<file path="config.mk">
export PLATFORM = sky130hd
export DESIGN_NAME = dpa_adapter
export DESIGN_NICKNAME = d
export VERILOG_FILES = /design/src/dpa_pkg.sv /design/src/dpa_sync.sv /design/src/dpa_adapter.sv
export SDC_FILE = /design/constraint.sdc
export NUM_CORES = 1
export LEC_CHECK = 0
export BUFFER_PORTS_ARGS = -buffer_cell sky130_fd_sc_hd__buf_2
export CAP_MARGIN = 30
export CORE_MARGIN = 4
export CORE_UTILIZATION = 59
export DETAILED_ROUTE_END_ITERATION = 8
export PLACE_DENSITY_LB_ADDON = 0.05
export SYNTH_ARGS = -nofsm -noshare
export SYNTH_HDL_FRONTEND = slang
export SYNTH_SLANG_ARGS = --single-unit
</file>
<file path="constraint.sdc">
create_clock -name clock -period 7.5 [get_ports clock]
set_input_delay 1.5 -clock clock [delete_from_list [all_inputs] [get_ports clock]]
set_output_delay 1.5 -clock clock [all_outputs]
set_load 0.02 [all_outputs]
</file>
<file path="src/dpa_pkg.sv">
// Purpose: shared constants of the dual parallel io adapter
// Assumes: 8-bit processor data bus, two-bit register select
// Notes:   control bits 7:6 are read-only event flags
package dpa_pkg;
    // -----------------------------------------------------------------
    // widths
    // -----------------------------------------------------------------
    localparam int DPA_WIDTH     = 8;
    localparam int DPA_CTL_WIDTH = 6;
    localparam int DPA_SYNC_W    = DPA_WIDTH + 2;

    // -----------------------------------------------------------------
    // register select decode
    // -----------------------------------------------------------------
    localparam logic [1:0] DPA_RS_DATA_A = 2'h0;
    localparam logic [1:0] DPA_RS_CTRL_A = 2'h1;
    localparam logic [1:0] DPA_RS_DATA_B = 2'h2;
    localparam logic [1:0] DPA_RS_CTRL_B = 2'h3;
    localparam int         DPA_RS_SIDE   = 1;
    localparam int         DPA_RS_CTRL   = 0;

    // -----------------------------------------------------------------
    // control field positions
    // -----------------------------------------------------------------
    localparam int DPA_CTL_IRQ1_EN = 0;
    localparam int DPA_CTL_EDGE1   = 1;
    localparam int DPA_CTL_SEL     = 2;
    localparam int DPA_CTL_LINE2_V = 3;
    localparam int DPA_CTL_EDGE2   = 4;
    localparam int DPA_CTL_LINE2_O = 5;
    localparam int DPA_SYNC_AUX1   = DPA_WIDTH;
    localparam int DPA_SYNC_AUX2   = DPA_WIDTH + 1;

    // -----------------------------------------------------------------
    // reset values
    // -----------------------------------------------------------------
    localparam logic [DPA_WIDTH-1:0]     DPA_DIR_RST  = 8'h00;
    localparam logic [DPA_WIDTH-1:0]     DPA_DATA_RST = 8'h00;
    localparam logic [DPA_CTL_WIDTH-1:0] DPA_CTL_RST  = 6'h00;
endpackage

</file>
<file path="src/dpa_sync.sv">
// Purpose: two-flop synchroniser for pin inputs
// Assumes: inputs are asynchronous to clock
// Notes:   only the second stage leaves this module
`timescale 1ns/10ps
module dpa_sync #(
    parameter int WIDTH = 10
) (
    input  wire logic             clock,
    input  wire logic             sys_rst,
    input  wire logic [WIDTH-1:0] async_in,
    output logic      [WIDTH-1:0] sync_out
);
    logic [WIDTH-1:0] meta_reg;
    logic [WIDTH-1:0] sync_reg;

    always_ff @(posedge clock or posedge sys_rst) begin
        if (sys_rst) begin
            meta_reg <= '0;
            sync_reg <= '0;
        end else begin
            meta_reg <= async_in;
            sync_reg <= meta_reg;
        end
    end

    assign sync_out = sync_reg;
endmodule

</file>
<file path="src/dpa_adapter.sv">
// Purpose: dual 8-bit parallel io adapter behind chip and register selects
// Assumes: one access per bus_strobe pulse, read data one cycle later
// Notes:   flags clear on a data read; an edge in the same cycle wins
// Operation
// - two independent 8-line ports A and B behave identically.
// - each port holds a data, a direction and a control register.
// - the data register carries values between the bus and the port lines.
// - the direction register sets each of the eight lines as input or output.
// - direction bit zero makes a line an input, one makes it drive, mixed allowed.
// - four locations are decoded from chip select and register select.
// - two locations reach the shared data-or-direction slots, two the controls.
// - control bit 2 low reaches direction, high reaches data.
// - each port has two extra lines used as interrupt inputs; the second can instead drive as an output.
// - the remaining control bits choose the function of the extra lines.
`timescale 1ns/10ps
module dpa_adapter
    import dpa_pkg::*;
(
    input  wire logic                 clock,
    input  wire logic                 sys_rst,
    input  wire logic                 bus_cs,
    input  wire logic [1:0]           bus_rs,
    input  wire logic                 bus_rd,
    input  wire logic                 bus_strobe,
    input  wire logic [DPA_WIDTH-1:0] bus_wdata,
    output logic      [DPA_WIDTH-1:0] bus_rdata,
    output logic                      bus_ack,
    input  wire logic [DPA_WIDTH-1:0] port_a_in,
    output logic      [DPA_WIDTH-1:0] port_a_out,
    output logic      [DPA_WIDTH-1:0] port_a_oe_n,
    input  wire logic                 aux_line_one_a,
    input  wire logic                 aux_line_two_a_in,
    output logic                      aux_line_two_a_out,
    output logic                      aux_line_two_a_oe_n,
    output logic                      irq_a,
    input  wire logic [DPA_WIDTH-1:0] port_b_in,
    output logic      [DPA_WIDTH-1:0] port_b_out,
    output logic      [DPA_WIDTH-1:0] port_b_oe_n,
    input  wire logic                 aux_line_one_b,
    input  wire logic                 aux_line_two_b_in,
    output logic                      aux_line_two_b_out,
    output logic                      aux_line_two_b_oe_n,
    output logic                      irq_b
);
    // -----------------------------------------------------------------
    // pin synchronisers
    // -----------------------------------------------------------------
    logic [DPA_SYNC_W-1:0] sync_q    [2];
    logic [1:0]            aux_prev_reg [2];

    dpa_sync #(.WIDTH(DPA_SYNC_W)) u_sync_a (
        .clock    (clock),
        .sys_rst  (sys_rst),
        .async_in ({aux_line_two_a_in, aux_line_one_a, port_a_in}),
        .sync_out (sync_q[0])
    );

    dpa_sync #(.WIDTH(DPA_SYNC_W)) u_sync_b (
        .clock    (clock),
        .sys_rst  (sys_rst),
        .async_in ({aux_line_two_b_in, aux_line_one_b, port_b_in}),
        .sync_out (sync_q[1])
    );

    // -----------------------------------------------------------------
    // state
    // -----------------------------------------------------------------
    logic [DPA_WIDTH-1:0]     dir_reg   [2];
    logic [DPA_WIDTH-1:0]     dir_next  [2];
    logic [DPA_WIDTH-1:0]     data_reg  [2];
    logic [DPA_WIDTH-1:0]     data_next [2];
    logic [DPA_CTL_WIDTH-1:0] ctrl_reg  [2];
    logic [DPA_CTL_WIDTH-1:0] ctrl_next [2];
    logic [DPA_WIDTH-1:0]     oe_n_reg  [2];
    logic [DPA_WIDTH-1:0]     oe_n_next [2];
    logic [1:0]               flag1_reg;
    logic [1:0]               flag1_next;
    logic [1:0]               flag2_reg;
    logic [1:0]               flag2_next;
    logic [1:0]               irq_reg;
    logic [1:0]               irq_next;
    logic [1:0]               aux2_out_reg;
    logic [1:0]               aux2_out_next;
    logic [1:0]               aux2_oe_n_reg;
    logic [1:0]               aux2_oe_n_next;
    logic [DPA_WIDTH-1:0]     rdata_reg;
    logic [DPA_WIDTH-1:0]     rdata_next;
    logic                     ack_reg;
    logic                     ack_next;
    logic                     access;
    logic                     side;
    logic                     is_ctrl;

    // input lines read the pin, output lines read back the latch
    function automatic logic [DPA_WIDTH-1:0] dpa_line_read(
        input logic [DPA_WIDTH-1:0] dir,
        input logic [DPA_WIDTH-1:0] latch,
        input logic [DPA_WIDTH-1:0] pins
    );
        dpa_line_read = (dir & latch) | (~dir & pins);
    endfunction

    // -----------------------------------------------------------------
    // next-state logic
    // -----------------------------------------------------------------
    assign access  = bus_strobe & bus_cs;
    assign side    = bus_rs[DPA_RS_SIDE];
    assign is_ctrl = bus_rs[DPA_RS_CTRL];

    always_comb begin
        logic edge1;
        logic edge2;
        logic sel_hit;
        edge1          = 1'b0;
        edge2          = 1'b0;
        sel_hit        = 1'b0;
        rdata_next     = rdata_reg;
        ack_next       = access;
        flag1_next     = flag1_reg;
        flag2_next     = flag2_reg;
        irq_next       = irq_reg;
        aux2_out_next  = aux2_out_reg;
        aux2_oe_n_next = aux2_oe_n_reg;
        for (int p = 0; p < 2; p++) begin
            dir_next[p]  = dir_reg[p];
            data_next[p] = data_reg[p];
            ctrl_next[p] = ctrl_reg[p];
            sel_hit      = access && (side == p[0]);
            // polarity of each aux edge is software chosen
            edge1 = ctrl_reg[p][DPA_CTL_EDGE1] ?
                (sync_q[p][DPA_SYNC_AUX1] & ~aux_prev_reg[p][0]) :
                (~sync_q[p][DPA_SYNC_AUX1] & aux_prev_reg[p][0]);
            edge2 = ~ctrl_reg[p][DPA_CTL_LINE2_O] & (ctrl_reg[p][DPA_CTL_EDGE2] ?
                (sync_q[p][DPA_SYNC_AUX2] & ~aux_prev_reg[p][1]) :
                (~sync_q[p][DPA_SYNC_AUX2] & aux_prev_reg[p][1]));
            if (sel_hit && !bus_rd) begin
                if (is_ctrl) begin
                    ctrl_next[p] = bus_wdata[DPA_CTL_WIDTH-1:0];
                end else if (ctrl_reg[p][DPA_CTL_SEL]) begin
                    data_next[p] = bus_wdata;
                end else begin
                    dir_next[p] = bus_wdata;
                end
            end
            if (sel_hit && bus_rd) begin
                if (is_ctrl) begin
                    rdata_next = {flag1_reg[p], flag2_reg[p], ctrl_reg[p]};
                end else if (ctrl_reg[p][DPA_CTL_SEL]) begin
                    rdata_next = dpa_line_read(dir_reg[p], data_reg[p],
                                               sync_q[p][DPA_WIDTH-1:0]);
                    flag1_next[p] = 1'b0;
                    flag2_next[p] = 1'b0;
                end else begin
                    rdata_next = dir_reg[p];
                end
            end
            // set after clear so an edge in the clearing cycle is kept
            if (edge1) begin
                flag1_next[p] = 1'b1;
            end
            if (edge2) begin
                flag2_next[p] = 1'b1;
            end
            irq_next[p] = (flag1_reg[p] & ctrl_reg[p][DPA_CTL_IRQ1_EN]) |
                          (flag2_reg[p] & ctrl_reg[p][DPA_CTL_LINE2_V] &
                           ~ctrl_reg[p][DPA_CTL_LINE2_O]);
            aux2_out_next[p]  = ctrl_next[p][DPA_CTL_LINE2_V];
            aux2_oe_n_next[p] = ~ctrl_next[p][DPA_CTL_LINE2_O];
            oe_n_next[p]      = ~dir_next[p];
        end
    end

    // -----------------------------------------------------------------
    // registers
    // -----------------------------------------------------------------
    always_ff @(posedge clock or posedge sys_rst) begin
        if (sys_rst) begin
            for (int p = 0; p < 2; p++) begin
                dir_reg[p]      <= DPA_DIR_RST;
                data_reg[p]     <= DPA_DATA_RST;
                ctrl_reg[p]     <= DPA_CTL_RST;
                oe_n_reg[p]     <= ~DPA_DIR_RST;
                aux_prev_reg[p] <= 2'h0;
            end
            flag1_reg     <= 2'h0;
            flag2_reg     <= 2'h0;
            irq_reg       <= 2'h0;
            aux2_out_reg  <= 2'h0;
            aux2_oe_n_reg <= 2'h3;
            rdata_reg     <= 8'h00;
            ack_reg       <= 1'b0;
        end else begin
            for (int p = 0; p < 2; p++) begin
                dir_reg[p]      <= dir_next[p];
                data_reg[p]     <= data_next[p];
                ctrl_reg[p]     <= ctrl_next[p];
                oe_n_reg[p]     <= oe_n_next[p];
                aux_prev_reg[p] <= sync_q[p][DPA_SYNC_AUX2:DPA_SYNC_AUX1];
            end
            flag1_reg     <= flag1_next;
            flag2_reg     <= flag2_next;
            irq_reg       <= irq_next;
            aux2_out_reg  <= aux2_out_next;
            aux2_oe_n_reg <= aux2_oe_n_next;
            rdata_reg     <= rdata_next;
            ack_reg       <= ack_next;
        end
    end

    // -----------------------------------------------------------------
    // outputs
    // -----------------------------------------------------------------
    assign bus_rdata           = rdata_reg;
    assign bus_ack             = ack_reg;
    assign port_a_out          = data_reg[0];
    assign port_a_oe_n         = oe_n_reg[0];
    assign aux_line_two_a_out  = aux2_out_reg[0];
    assign aux_line_two_a_oe_n = aux2_oe_n_reg[0];
    assign irq_a               = irq_reg[0];
    assign port_b_out          = data_reg[1];
    assign port_b_oe_n         = oe_n_reg[1];
    assign aux_line_two_b_out  = aux2_out_reg[1];
    assign aux_line_two_b_oe_n = aux2_oe_n_reg[1];
    assign irq_b               = irq_reg[1];
endmodule

</file>
==> impl_metrics.toml <==
[worst_setup_path]
critPathBufInv = 2
endpoint_kind = "flop"
critPathLaunchType = "primary input"
reg2reg_setup_slack_ns = 5.54
crit_family = "simple AND/OR/NAND/NOR gates"
cp_data_required_time_ns = 7.88
cp_slowest_stage_delay_ns = 0.57
cpMaxStageDelayCell = "nand3b_1"
crit_arrival_ns = 3.09
r2r-start = "ctrl_reg[8]"
critPathMaxFanout = 30
path_cells = "buf_2 -> nor2_1 -> nand3b_1 -> mux2i_1 -> inv_1"
crit_path_start = "bus_rs[0]"
critPathKind = "in2reg"

[logic_synthesis]
synth_flop_cell = "dfrtp_1"
netlist_instances = 321
synthDistinctLibCells = 42
async_reset_ff_frac = 1.00
ys_ff_latch = 121
synth_top_area_cell = "dfrtp_1"
synth_top_area_frac = 0.580
synth_area_leaders = "dfrtp_1 (58%), dfstp_2 (11%), mux2_2 (6.8%)"
yosys_warnings = 0
mappedNetlistArea_um2 = 4440
synth_nets = 356
syn_area_per_cell_um2 = 13.8
synth_enable_flop_cells = 0
yosysSeqAreaShare = 0.687

[clock_tree]
hold_buffers = 0
numCtsBuffers = 17
post_cts_buffers = 0
worstSkewPairLatency_ns = 0.50
h-tree-depth = 4
clk_pin_slew_ns = 0.06
cts_tree = "done"
cts-root-buf = "clkbuf_8"
cts_sinks = 121
clockBufferDepth = 2
cts_resized = 0

[power_and_ir_drop]
p_leak_nw = 2.74
pwr_density_cell_nw_per_um2 = 362
irDropWorstVdd_v = 0.000196

[detailed_routing]
ant_nets = 0
vias = 2845
drc_errors = 0
drtIter0Drc = 179
avgRoutedWirePerCell_um = 18.0
via_per_inst = 5.45
routed_wl_mm = 9.39
first_pass_iters = 5

[floorplanning]
core_um2 = 7290
ios = 82
die_w_um = 94.8
fp-row-count = 31
die_h_um = 94.8
die-area_um2 = 8980
start_util = 0.609

[flow_run]
cap_violations = 0

[sta]
skew_ns = 0.00883
rsz0062_at_grt = "false"
max_freq_mhz = 369
slew_violations = 0
setup_viol = 0
setup_tns_ns = 0
min_period_over_period = 0.362
slew_headroom = 0.498
fin_crit_ns = 2.71
final_hold_viol_count = 0
worst_pin_slew_ns = 0.753

[finish]
syn_to_final_growth_pct = 24.5
fin_area_um2 = 5530
largest_register_ffs = 16
layout-drive-gt1-share = 0.397
nFillCells = 511
layout.nets = 445
antenna_cells = 0

[run_status]
status = "finished clean"

[global_route]
grt_max_degree = 64
antenna_found_initial = 0
grt_overflow = 0
grt_pass1_wl_mm = 14.8
grt.total_usage = 0.230
grt_pass1_vias = 2906

[placement]
gp_congestion = 0.817
hpwl_mm = 6.02
postPlaceCellArea_um2 = 4900
io_buffers = 81

[hold_path]
hp-class = "reg2reg"
min-delay-start = "u_sync_a.meta_reg[0]"
-- power breakdown --
part           internal (mW)  switching (mW)
Sequential             0.774          0.0800
Combinational          0.127           0.187
Clock                  0.565           0.271
-- layout by cell type (no fill, tap or decap), types with 2 or more instances in the layout --
cell,n
nor3b_1,3
a32o_1,2
a31oi_1,7
o21ai_0,10
buf_2,81
clkinv_2,3
inv_1,28
o311a_1,2
a221o_1,2
clkbuf_16,16
nand3_1,4
and3b_1,2
clkinv_4,3
nand3b_1,5
nor2b_1,4
o31ai_1,2
o22ai_1,3
nor2_1,8
a21oi_1,15
and2_1,2
mux2i_1,17
dfstp_2,18
nand2_1,19
clkbuf_8,4
mux2_2,27
a21o_1,3
nand2b_1,2
a211oi_1,2
dfrtp_1,103
mux4_2,2
bufinv_16,4
nand3_2,2
a311oi_1,4
-- cells in the mapped netlist, types with 5 or more instances --
master	number
a21oi_1	15
a31oi_1	7
buf_2	5
dfrtp_1	103
dfstp_2	18
inv_1	29
mux2_2	27
mux2i_1	17
nand2_1	19
nand3b_1	5
nor2_1	8
o21ai_0	10
-- worst reg2reg max path, stage by stage, from the launching register on --
cell and delay, ns:
dfrtp_1 0.66, nand3b_1 0.71, mux2i_1 0.41, inv_1 0.06
-- area by class of cell --
cell class                      count  area (um2)  share of cell area
Clock buffer                       21         459              0.0830
Clock inverter                     11         169              0.0305
Inverter                           30         115              0.0208
Multi-Input combinational cell    158        1200               0.217
Sequential cell                   121        3050               0.551
Tap cell                           99         124              0.0224
Timing Repair Buffer               82         413              0.0746
-- through the flow --
| step | worst slack (ns) | total power [mW] | utilization | hold WS, ns | instances |
|---|---|---|---|---|---|
| after global routing | 4.69 | 2.09 | 0.759 | 0.354 | 522 |
| final | 4.79 | 2.00 | 0.759 | 0.346 | 522 |
| after floorplan | 2.82 | 1.06 | - | 0.331 | 321 |
| after detailed placement | 4.32 | 1.18 | 0.672 | 0.335 | 490 |
| after global placement | 4.37 | 1.16 | 0.672 | 0.332 | 490 |
| after CTS | 4.80 | 2.02 | 0.759 | 0.347 | 522 |
-- routing by layer --
| layer | wire (um) | global-route usage | vias to the layer above |
|---|---|---|---|
| li1 | - | - | 1293 |
| met1 | 3850 | 0.280 | 1459 |
| met2 | 4930 | 0.391 | 84 |
| met3 | 528 | 0.0653 | 9 |
| met4 | 84 | 0.0829 | 0 |
| met5 | 0 | 0 | - |
-- logic make-up after synthesis --
logic type	after synthesis	share of synthesized area
buffers and inverters	42	0.0431
AOI/OAI and AO/OA	55	0.0814
and+or+nand+nor	56	0.0687
muxes	47	0.120
DFF	121	0.687
-- final timing paths --
path / end / depth (start not counted)
min in group asynchronous: u_sync_a.meta_reg[4] / 2
hold / removal: u_sync_a.sync_out[0] / 0
max in group asynchronous: bus_rdata[2] / 3
hold reg to reg: u_sync_a.sync_out[0] / 0
setup / recovery: dir_reg[11] / 5
setup reg to reg: dir_reg[11] / 3
Note: power is estimated with default switching activity, not from simulation.
